<file path="src/logic/rcs_defines.svh">
// Purpose: offsets, reset values, field positions and timing counts of the cmos share arbiter
// Assumes: controller clock mclk at 250 MHz
// Notes: definitions only
`ifndef RCS_DEFINES_SVH
`define RCS_DEFINES_SVH

// ----------------------------------------
// controller register offsets
// ----------------------------------------
`define RCS_OFS_CONTROL 16'h7FF5
`define RCS_OFS_ADDR_LO 16'h7FF6
`define RCS_OFS_DATA_LO 16'h7FF7
`define RCS_OFS_ADDR_HI 16'h7FF8
`define RCS_OFS_DATA_HI 16'h7FF9
// cmos location that mirrors the control register in each bank
`define RCS_CMOS_MIRROR 7'h7F
// last rtc register cleared after total power loss
`define RCS_RTC_LAST 7'h0D

// ----------------------------------------
// reset values and field positions
// ----------------------------------------
`define RCS_CONTROL_RST 8'h80
`define RCS_ADDR_RST 8'h00
`define RCS_BIT_UNAWARE 7
`define RCS_BIT_CREQ_HI 3
`define RCS_BIT_HREQ_HI 2
`define RCS_BIT_CREQ_LO 1
`define RCS_BIT_HREQ_LO 0

// ----------------------------------------
// timing
// ----------------------------------------
`define RCS_CLK_PERIOD_PS 4000
`define RCS_LOCKOUT_MIN_US 500
`define RCS_LOCKOUT_MAX_US 1000
// lockout sits between min and max: use the minimum rounded up
`define RCS_LOCKOUT_CYCLES ((`RCS_LOCKOUT_MIN_US * 1000000 + `RCS_CLK_PERIOD_PS - 1) / `RCS_CLK_PERIOD_PS)

`endif

</file>
<file path="src/logic/rcs_pkg.sv">
// Purpose: types for the cmos share arbiter
// Assumes: rcs_defines.svh holds the numbers
// Notes: types only
package rcs_pkg;

  // grant owner of one bank
  typedef enum logic [1:0] {
    RCS_OWN_NONE,
    RCS_OWN_CTRL,
    RCS_OWN_HOST
  } rcs_owner_e;

  // host port request into the cmos space
  typedef struct packed {
    logic rd;
    logic wr;
    logic [7:0] addr;
    logic [7:0] wdata;
  } rcs_host_req_s;

  // cmos array access towards the rtc core
  typedef struct packed {
    logic rd;
    logic wr;
    logic [7:0] addr;
    logic [7:0] wdata;
  } rcs_cmos_req_s;

  // whole state of the arbiter
  typedef struct packed {
    logic unaware;
    logic creq_hi;
    logic hreq_hi;
    logic creq_lo;
    logic hreq_lo;
    logic [7:0] addr_lo;
    logic [7:0] addr_hi;
    logic [7:0] ctrl_rdata;
    logic [7:0] host_rdata;
    logic [1:0] pg_sync;
    logic [1:0] sby_sync;
    logic [1:0] rst_out_sync;
    logic [1:0] loss_sync;
    logic [19:0] lock_cnt;
    logic locked;
    logic init_busy;
    logic [6:0] init_addr;
    logic osc_off;
  } rcs_state_s;

endpackage : rcs_pkg

</file>
<file path="src/logic/rcs_arbiter.sv">
// Purpose: shares the battery-backed cmos space between controller and host
// Assumes: controller bus on mclk, cmos array behind cmos_req, pins pass synchronisers
// Notes: both banks arbitrated by one control byte, indirect data access per bank
`timescale 1ns/1ps
`default_nettype none
`include "rcs_defines.svh"

module rcs_arbiter
  import rcs_pkg::*;
#(
  parameter logic [19:0] LOCKOUT_CYCLES = 20'(`RCS_LOCKOUT_CYCLES)
) (
  // clock and main-plane power-on reset
  input wire logic mclk,
  input wire logic rst_n,
  // controller memory bus
  input wire logic ctrl_rd,
  input wire logic ctrl_wr,
  input wire logic [15:0] ctrl_addr,
  input wire logic [7:0] ctrl_wdata,
  output logic [7:0] ctrl_rdata,
  // host cmos port
  input wire rcs_host_req_s host_req,
  output logic [7:0] host_rdata,
  // system pins, asynchronous
  input wire logic host_power_good,
  input wire logic standby_supply,
  input wire logic system_reset_output_n,
  input wire logic total_power_loss,
  // rtc divider mode from register a
  input wire logic divider_normal,
  // cmos array
  output rcs_cmos_req_s cmos_req,
  input wire logic [7:0] cmos_rdata,
  // status and rtc interrupt
  output logic osc_disable,
  output logic host_locked,
  output logic rtc_irq_oe,
  input wire logic rtc_irq_req
);

  // ----------------------------------------
  // state
  // ----------------------------------------
  rcs_state_s state_reg; // all flops of the block
  rcs_state_s state_next; // next value
  rcs_owner_e own_lo; // owner of bank 0
  rcs_owner_e own_hi; // owner of bank 1
  logic ctrl_free; // controller may touch cmos without arbitration
  logic pg_now; // synchronised power-good
  logic host_ok; // host not locked out

  // owner of one bank from its two request bits and the flag
  function automatic rcs_owner_e bank_owner(input logic unaware, input logic creq,
                                            input logic hreq);
    if (unaware) begin
      bank_owner = RCS_OWN_HOST;
    end else if (hreq) begin
      bank_owner = RCS_OWN_HOST;
    end else if (creq) begin
      bank_owner = RCS_OWN_CTRL;
    end else begin
      bank_owner = RCS_OWN_NONE;
    end
  endfunction : bank_owner

  // control byte as read back; bits 6-4 stay zero
  function automatic logic [7:0] ctrl_byte(input rcs_state_s s);
    ctrl_byte = {s.unaware, 3'b000, s.creq_hi, s.hreq_hi, s.creq_lo, s.hreq_lo};
  endfunction : ctrl_byte

  // ----------------------------------------
  // combinational next state
  // ----------------------------------------
  always_comb begin
    state_next = state_reg;
    cmos_req = '0;
    // two-flop synchronisers; only the second stage is read below
    state_next.pg_sync = {state_reg.pg_sync[0], host_power_good};
    state_next.sby_sync = {state_reg.sby_sync[0], standby_supply};
    state_next.rst_out_sync = {state_reg.rst_out_sync[0], system_reset_output_n};
    state_next.loss_sync = {state_reg.loss_sync[0], total_power_loss};
    pg_now = state_reg.pg_sync[1];
    own_lo = bank_owner(state_reg.unaware, state_reg.creq_lo, state_reg.hreq_lo);
    own_hi = bank_owner(state_reg.unaware, state_reg.creq_hi, state_reg.hreq_hi);
    // reset output active or standby off frees the controller
    ctrl_free = !state_reg.rst_out_sync[1] || !state_reg.sby_sync[1];
    // lockout counter: held while power-good low, counts down after in normal divider mode, cleared otherwise
    if (!pg_now) begin
      state_next.locked = 1'b1;
      state_next.lock_cnt = LOCKOUT_CYCLES;
    end else if (!divider_normal) begin
      state_next.locked = 1'b0;
      state_next.lock_cnt = '0;
    end else if (state_reg.lock_cnt != '0) begin
      state_next.lock_cnt = state_reg.lock_cnt - 20'h0001;
      state_next.locked = 1'b1;
    end else begin
      state_next.locked = 1'b0;
    end
    host_ok = !state_reg.locked || !divider_normal;
    // total power loss: zero registers 00-0D and stop the oscillator
    if (state_reg.loss_sync[1] && !state_reg.init_busy && !state_reg.osc_off) begin
      state_next.init_busy = 1'b1;
      state_next.init_addr = '0;
      state_next.osc_off = 1'b1;
    end
    if (state_reg.init_busy) begin
      // the init walk owns the array; other array accesses are dropped until it ends
      cmos_req.wr = 1'b1;
      cmos_req.addr = {1'b0, state_reg.init_addr};
      cmos_req.wdata = 8'h00;
      state_next.init_addr = state_reg.init_addr + 7'h01;
      if (state_reg.init_addr == `RCS_RTC_LAST) begin
        state_next.init_busy = 1'b0;
      end
    end
    if (!state_reg.loss_sync[1]) begin
      state_next.osc_off = 1'b0; // oscillator runs again once the synchronised power-loss pin drops
    end
    // controller register writes
    if (ctrl_wr) begin
      if (ctrl_addr == `RCS_OFS_CONTROL) begin
        state_next.unaware = ctrl_wdata[`RCS_BIT_UNAWARE];
        // requests granted only while the host bit is clear
        state_next.creq_lo = ctrl_wdata[`RCS_BIT_CREQ_LO] && !state_reg.hreq_lo;
        state_next.creq_hi = ctrl_wdata[`RCS_BIT_CREQ_HI] && !state_reg.hreq_hi;
        if (ctrl_wdata[`RCS_BIT_UNAWARE]) begin
          state_next.hreq_lo = 1'b0;
          state_next.hreq_hi = 1'b0;
        end
      end else if (ctrl_addr == `RCS_OFS_ADDR_LO) begin
        state_next.addr_lo = ctrl_wdata;
      end else if (ctrl_addr == `RCS_OFS_ADDR_HI) begin
        state_next.addr_hi = ctrl_wdata;
      end
    end
    // host writes to the mirror location set or drop host requests
    if (host_req.wr && host_ok && host_req.addr[6:0] == `RCS_CMOS_MIRROR) begin
      // same-cycle contest: host bit wins and controller bit is refused
      if (!state_reg.creq_lo || (ctrl_wr && ctrl_addr == `RCS_OFS_CONTROL)) begin
        // a same-cycle flag write keeps the host bits clear
        state_next.hreq_lo = host_req.wdata[`RCS_BIT_HREQ_LO] && !state_next.unaware;
      end
      if (!state_reg.creq_hi || (ctrl_wr && ctrl_addr == `RCS_OFS_CONTROL)) begin
        state_next.hreq_hi = host_req.wdata[`RCS_BIT_HREQ_HI] && !state_next.unaware;
      end
      if (ctrl_wr && ctrl_addr == `RCS_OFS_CONTROL) begin
        state_next.creq_lo = state_next.creq_lo && !host_req.wdata[`RCS_BIT_HREQ_LO];
        state_next.creq_hi = state_next.creq_hi && !host_req.wdata[`RCS_BIT_HREQ_HI];
      end
    end
    // controller data reads and writes through the granted bank
    state_next.ctrl_rdata = 8'h00;
    if (ctrl_rd) begin
      if (ctrl_addr == `RCS_OFS_CONTROL) begin
        state_next.ctrl_rdata = ctrl_byte(state_reg);
      end else if (ctrl_addr == `RCS_OFS_ADDR_LO) begin
        state_next.ctrl_rdata = state_reg.addr_lo;
      end else if (ctrl_addr == `RCS_OFS_ADDR_HI) begin
        state_next.ctrl_rdata = state_reg.addr_hi;
      end
    end
    if (!state_reg.init_busy && (ctrl_rd || ctrl_wr)) begin
      if (ctrl_addr == `RCS_OFS_DATA_LO && (own_lo == RCS_OWN_CTRL || ctrl_free)) begin
        // bit 7 of the address is dropped: bank 0 is 00-7F
        cmos_req.addr = {1'b0, state_reg.addr_lo[6:0]};
        cmos_req.rd = ctrl_rd;
        cmos_req.wr = ctrl_wr;
        cmos_req.wdata = ctrl_wdata;
        state_next.ctrl_rdata = ctrl_rd ? cmos_rdata : 8'h00;
      end else if (ctrl_addr == `RCS_OFS_DATA_HI && (own_hi == RCS_OWN_CTRL || ctrl_free)) begin
        cmos_req.addr = {1'b1, state_reg.addr_hi[6:0]};
        cmos_req.rd = ctrl_rd;
        cmos_req.wr = ctrl_wr;
        cmos_req.wdata = ctrl_wdata;
        state_next.ctrl_rdata = ctrl_rd ? cmos_rdata : 8'h00;
      end
    end
    // host cmos access: mirror read, else granted bank access
    state_next.host_rdata = 8'h00;
    if (host_req.rd && host_req.addr[6:0] == `RCS_CMOS_MIRROR) begin
      state_next.host_rdata = ctrl_byte(state_reg);
    end else if (!state_reg.init_busy && !cmos_req.rd && !cmos_req.wr &&
                 (host_req.rd || (host_req.wr && host_ok)) &&
                 host_req.addr[6:0] != `RCS_CMOS_MIRROR) begin
      if ((host_req.addr[7] ? own_hi : own_lo) == RCS_OWN_HOST) begin
        cmos_req.rd = host_req.rd;
        cmos_req.wr = host_req.wr;
        cmos_req.addr = host_req.addr;
        cmos_req.wdata = host_req.wdata;
        state_next.host_rdata = host_req.rd ? cmos_rdata : 8'h00;
      end
    end
    // power-on reset blocks every array access, even a free controller
    if (!rst_n) begin
      cmos_req = '0;
    end
  end

  // ----------------------------------------
  // state register
  // ----------------------------------------
  // all access is dead while rst_n is low: every flop sits at its constant
  always_ff @(posedge mclk or negedge rst_n) begin
    if (!rst_n) begin
      state_reg <= '0;
      state_reg.unaware <= 1'(`RCS_CONTROL_RST >> `RCS_BIT_UNAWARE);
      state_reg.addr_lo <= `RCS_ADDR_RST;
      state_reg.addr_hi <= `RCS_ADDR_RST;
      state_reg.locked <= 1'b1;
    end else begin
      state_reg <= state_next;
    end
  end

  // ----------------------------------------
  // outputs
  // ----------------------------------------
  assign ctrl_rdata = state_reg.ctrl_rdata;
  assign host_rdata = state_reg.host_rdata;
  assign osc_disable = state_reg.osc_off;
  assign host_locked = state_reg.locked && divider_normal;
  // irq released while in reset; driven low only when asked after
  assign rtc_irq_oe = rst_n && rtc_irq_req;

endmodule : rcs_arbiter
`default_nettype wire

</file>
<file path="config.mk">
export PLATFORM = sky130hd
export DESIGN_NAME = rcs_arbiter
export DESIGN_NICKNAME = d
export VERILOG_FILES = /design/src/logic/rcs_pkg.sv /design/src/logic/rcs_arbiter.sv
export VERILOG_INCLUDE_DIRS = /design/src /design/src/logic
export SDC_FILE = /design/constraint.sdc
export NUM_CORES = 1
export LEC_CHECK = 0
export ABC_AREA = 1
export ABC_CLOCK_PERIOD_IN_PS = 5250
export BUFFER_PORTS_ARGS = -buffer_cell sky130_fd_sc_hd__buf_4
export CORE_MARGIN = 2
export CORE_UTILIZATION = 59
export DETAILED_ROUTE_END_ITERATION = 16
export PLACE_DENSITY_LB_ADDON = 0.1
export REMOVE_ABC_BUFFERS = 1
export SLEW_MARGIN = 20
export SYNTH_ARGS = -nofsm -noshare
export SYNTH_HDL_FRONTEND = slang
export SYNTH_SLANG_ARGS = --single-unit
</file>
<file path="constraint.sdc">
create_clock -name mclk -period 5.25 [get_ports mclk]
set_clock_uncertainty 0.2 [all_clocks]
set_input_delay 0 -clock mclk [delete_from_list [all_inputs] [get_ports mclk]]
set_output_delay 0 -clock mclk [all_outputs]
set_load 0.005 [all_outputs]
</file>
==> metrics.txt, run 1 <==
status=finished clean; routed len/inst=16.0 um; crit-path max FO=5; Data arrival, critical path=3.00 ns; post-route cell area=0.00568 sq mm; EDFF count, synth=0; # DRC=0; PD cells=283 mW/mm^2; reg-to-reg setup timing slack=2.49 ns; asr flop ratio synth=100%; reg2reg start=state_reg[8]; final wirelength=13200 um; Seq/Total Area, Yosys=42.9%; number of buffer cells added on primary ports=96; crit path launch type=primary input; Hold Path Stages=6; most instantiated cells after synthesis=nand2_1 (147), nor2_1 (95), dfrtp_1 (73), inv_1 (64), nand3_1 (41); TritonCTS Buffers=9; Area contributors post-synth=dfrtp_1 (42%), nand2_1 (13%), nor2_1 (8.1%); Core Area=0.00721 sq mm; critical path endpoint category=register; max FFs per register=53; Clock Latency Late Sink=0.37 ns; worst slew pin tran=0.749 ns; setup TNS=0 ns; Die X=90.2 um; Final Hold Fails=0; relative slew slack=50.1%; die area=0.00813 sq mm; Routed Antenna Nets=0; RSZ-0062 raised after global routing=no; final core area utilization=78.7%; CTS Root Cell=clkbuf_8; Diodes inserted=0; Detailed Routing Iterations Pass 1=6; R2R Path End=ctrl_rdata[3]; synth unique cells=42; die height=90.2 um; Achievable Freq=0.346 GHz; I/O pins=97; H-tree levels=3; CTS tree=done; Worst-path clk slew=0.10 ns; drt initial violations=322; CTS Sinks=75; Max Cap Violations=0; post-synthesis cell count=599; CTS Buffer Depth=2; top-count cell post-synth=nand2_1; Required @ worst endpoint=5.36 ns; GRT Util Overall=33.9%; Top FF cell, synth=dfrtp_1; Cell Count, Final, Fillers Out=827; Setup violations, final=0; Peak VDD IR=200 uV; CP Launch Point=ctrl_addr[1]; post-placement cell area=0.00506 sq mm; DR vias=4551; Starting Density=60.8%; Setup crit end=state_reg[70]; hold crit path type=in -> reg; Placer Congestion=0.928; share of cells above drive strength 1=19.2%; placed insts=769; max-slew violation count=0; first-pass GRT wire length=21800 um; DP HPWL=8360 um; Layout area overhead=29.5%; grt total ovfl=0; post-synth design cell area=0.00438 sq mm; cells on worst reg2reg path=7; Leakage=2.86 nW; final net count=786; number of global-route vias before repair=4523; num rows=31; Mapped Avg Cell Area=7.32 sq um; Tmin final=2.89 ns; Synth top area share=41.7%; final worst-path cycle share=55.0%; Setup Crit Path Kind=in -> reg; pin count of the biggest net entering global routing=64; Synth Register Bits=75; top cell type by total area after synthesis=dfrtp_1; antenna violations before repair=0; postcts setup bufs=0; DR vias/cell=5.50; synth warn=0
[cells in the final DEF (no fill, tap or decap), drive strengths merged, types with 10 or more instances in the layout]
| cell type | n |
|---|---|
| a21oi | 16 |
| nand2 | 151 |
| nor2 | 101 |
| nand3 | 44 |
| buf | 98 |
| clkbuf | 10 |
| dfrtp | 73 |
| inv | 74 |
| dlygate4sd3 | 41 |
| o21ai | 47 |
[stage by stage]
stage                     hold slack (ns)  power [W]  setup slack (ns)
after floorplan                    -0.496   0.000926              3.34
after global placement             -0.262    0.00110              3.01
after detailed placement           -0.258    0.00111              2.91
after CTS                          0.0240    0.00159              2.52
after global routing               0.0326    0.00170              2.24
final                              0.0335    0.00161              2.36
[how the worst min path moves through the flow]
stage / from / end / slack (ns)
final: host_req[16] / state_reg[71] / 0.03
after global routing: host_req[16] / state_reg[71] / 0.03
after CTS: host_req[16] / state_reg[71] / 0.02
after detailed placement: rst_n / state_next[33] / -0.26
after global placement: rst_n / state_next[35] / -0.26
after floorplan: rst_n / ctrl_rdata[0] / -0.50
[critical path, stage by stage]
cell and delay (ns):
dlygate4sd3_1 0.54, buf_4 0.15, inv_2 0.07, nand4_1 0.12, nor2_1 0.13, nand2_1 0.15
nor2_2 0.23, nor2_1 0.11, inv_1 0.11, nand3_1 0.06, dlygate4sd3_1 0.57, o21ai_0 0.19
dlygate4sd3_1 0.57
[cells by family after synthesis]
group	share of synthesized area, %
AND/OR/NAND/NOR	31.8
buffers and inverters	10.2
AO/OA/AOI/OAI	11.4
flip-flops	42.9
XOR/XNOR	2.80
adder cells (fa/ha/maj)	0.857
[where the power goes]
| group | switching, W | total (W) | internal (W) |
|---|---|---|---|
| sequential | 0.0000682 | 0.000690 | 0.000622 |
| clock | 0.000249 | 0.000474 | 0.000225 |
| combinational | 0.000253 | 0.000441 | 0.000188 |
[repair_timing]
item	4_1_cts	5_1_grt
hold endpoints to repair	136	0
resized for setup	0	0
hold buffers	42	0
[layer usage]
metal | global-route usage (%) | share of wire [%] | vias up
met5 | 0 | 0 | -
met4 | 14.0 | 3.7 | 0
met3 | 7.38 | 6.9 | 53
met2 | 58.6 | 50 | 250
met1 | 41.1 | 40 | 2082
li1 | - | - | 2166
[final cells by class]
cell class                      count  area, sq um
Tap cell                           99          124
Clock inverter                      6         71.3
Multi-Input combinational cell    425         2060
Clock buffer                       10          128
Inverter                           73          274
Timing Repair Buffer              139         1140
Fill cell                         535         1540
Sequential cell                    75         1880
(Power assumes the default switching activity.)
==> run 2: changes to the inputs <==
ABC_CLOCK_PERIOD_IN_PS = 2850   (was 5250)
CORE_UTILIZATION = 55   (was 59)
clock period = 2.85 ns   (was 5.25 ns; I/O delays follow)
==> run 2 against run 1 <==
  * Final area down 0.77%
  * Global-route usage down 4.4 points
  * Register-to-register slack worse by 2.3 ns
  * First-iteration DRC count up 2.2%
  * Non-clock buffer count down 2
  * Utilization down 5.8 points
  * Clock-buffer cell count unchanged
  * Highest routed layer unchanged
==> metrics.txt, run 2 (synthesis results as in run 1) <==
relative slew slack=53.8% (+3.7 points); Detailed Routing Iterations Pass 1=5 (-1); most frequent cells in the layout=nand2_1 (147), buf_4 (100), nor2_1 (95); TritonCTS Buffers=9 (unchanged); die height=93.3 um (+3.4%); Register Area=0.00188 sq mm (unchanged); # DRC=0 (unchanged); Layout area overhead=28.5%; Placer Congestion=0.970 (+4.6%); placed insts=775 (+0.78%); commonest non-fill, non-tap cell in the layout=nand2_1; share of cells above drive strength 1=19.6% (+0.33 points); status=finished clean; hold crit path type=in -> async; final worst-path cycle share=93.3%; Slowest-stage cell, CP=dlygate4sd3_1; post-route cell area=0.00563 sq mm (-0.77%); critical path endpoint category=register; critical path, cell by cell=nor2_1 -> o21ai_1 -> nand2_1 -> a21oi_4 -> nand3_1 -> nor3_1 -> dlygate4sd3_1; I/O pins=97 (unchanged); final wirelength=12300 um (-7.0%); Clock Latency Late Sink=0.36 ns (about the same); Max Cap Violations=0 (unchanged); Achievable Freq=0.376 GHz; Required @ worst endpoint=2.96 ns (-2.40 ns); number of global-route vias before repair=4330 (-4.3%); CTS Root Cell=clkbuf_8; cells on worst reg2reg path=7 (unchanged); num rows=32 (+3.2%); die area=0.00870 sq mm (+6.9%); max FFs per register=53 (unchanged); Leakage=2.84 nW (-0.96%); Core Area=0.00773 sq mm (+7.1%); CTS tree=done; final core area utilization=72.9% (-5.8 points); reg-to-reg setup timing slack=0.19 ns (-2.30 ns); PD cells=509 mW/mm^2 (+80%); Setup violations, final=0 (unchanged); Final Hold Fails=0 (unchanged); pin count of the biggest net entering global routing=60 (-6.3%); crit path launch type=register; Routed Antenna Nets=0 (unchanged); Peak VDD IR=409 uV (+110%); post-placement cell area=0.00509 sq mm (+0.52%); grt total ovfl=0 (unchanged); Diodes inserted=0 (unchanged); CTS Buffer Depth=2 (unchanged); R2R Path End=host_rdata[4]; Data arrival, critical path=2.76 ns (-0.24 ns); final net count=784 (-0.25%); Cell Count, Final, Fillers Out=828 (+0.12%); DR vias=4483 (-1.5%); number of buffer cells added on primary ports=96 (unchanged); fill count=598 (+12%); H-tree levels=3 (unchanged); Setup Crit Path Kind=reg -> reg; GRT Util Overall=29.5% (-4.4 points); total power=0.00287 W (+79%); worst slew pin tran=0.693 ns (-0.0557 ns); Worst-path clk slew=0.09 ns (about the same); routed len/inst=14.8 um (-7.2%); multi-input logic area=0.00206 sq mm (unchanged); slowest stage delay, CP=0.58 ns (about the same); antenna violations before repair=0 (unchanged); reg2reg start=state_reg[74]; DP HPWL=8550 um (+2.3%); CTS Sinks=75 (unchanged); RSZ-0062 raised after global routing=no; Tmin final=2.66 ns; DR vias/cell=5.41 (-1.6%); max-slew violation count=0 (unchanged); first-pass GRT wire length=19900 um (-8.8%); crit-path max FO=8 (+3); setup TNS=0 ns (unchanged); drt initial violations=329 (+2.2%); Die X=93.3 um (+3.4%); Starting Density=56.7% (-4.0 points)
## run 2: cell types whose count changed in the layout (fill, tap and decap cells not counted), sizes merged
cell,previous run,this run
bufinv,1,0
clkinv,2,3
buf,98,100
dlygate4sd3,41,37
## run 2: metal layers
metal	up-vias	track usage, %	wire length [um]
met4	0	14.5	482
met1	2080	36.1	5000
met3	36	5.64	894
li1	2158	-	-
met2	209	49.9	5920
met5	-	0	0
## run 2: worst max path at each step
stage,start,to,slack (ns),depth (start not counted)
2_1_floorplan,state_reg[10],state_reg[19],0.94,7
3_3_place_gp,state_reg[10],state_reg[29],0.74,7
3_5_place_dp,state_reg[10],state_reg[20],0.63,7
4_1_cts,state_reg[74],cmos_req[1],0.30,11
5_1_grt,state_reg[70],cmos_req[9],0.13,12
6_report,state_reg[74],host_rdata[4],0.19,7
## run 2: what timing repair did
item	CTS	global route
buffers inserted	0	0
hold buffers	37	0
gates resized for setup	0	0
hold endpoints to repair	100	0
## run 2: final cells by class
cell class	count	share of cell area [%]
clock inverters	6	0.822
well taps	102	2.27
inverters	73	4.86
flip-flops and latches	75	33.4
clock buffers	10	2.27
multi-input cells	425	36.5
repair buffers	137	19.9
## run 2: through the flow
| stage | hold slack (ns) | setup slack, ns |
|---|---|---|
| after floorplan | -0.496 | 0.935 |
| final | 0.0241 | 0.191 |
| after detailed placement | -0.115 | 0.632 |
| after CTS | 0.000249 | 0.301 |
| after global placement | -0.126 | 0.736 |
| after global routing | 0.0664 | 0.125 |
## run 2: where the power goes
part	internal, W	switching (W)	total, W
Sequential	0.00115	0.0000980	0.00124
Clock	0.000324	0.000443	0.000767
Combinational	0.000362	0.000493	0.000855
Total	0.00183	0.00103	0.00287
## run 2: critical path, delay by kind of cell, from the launching register on
family          cells  cell delay [ns]
buf+inv             1             0.58
simple gates        4             0.72
flops               1             0.57
compound gates      2             0.51
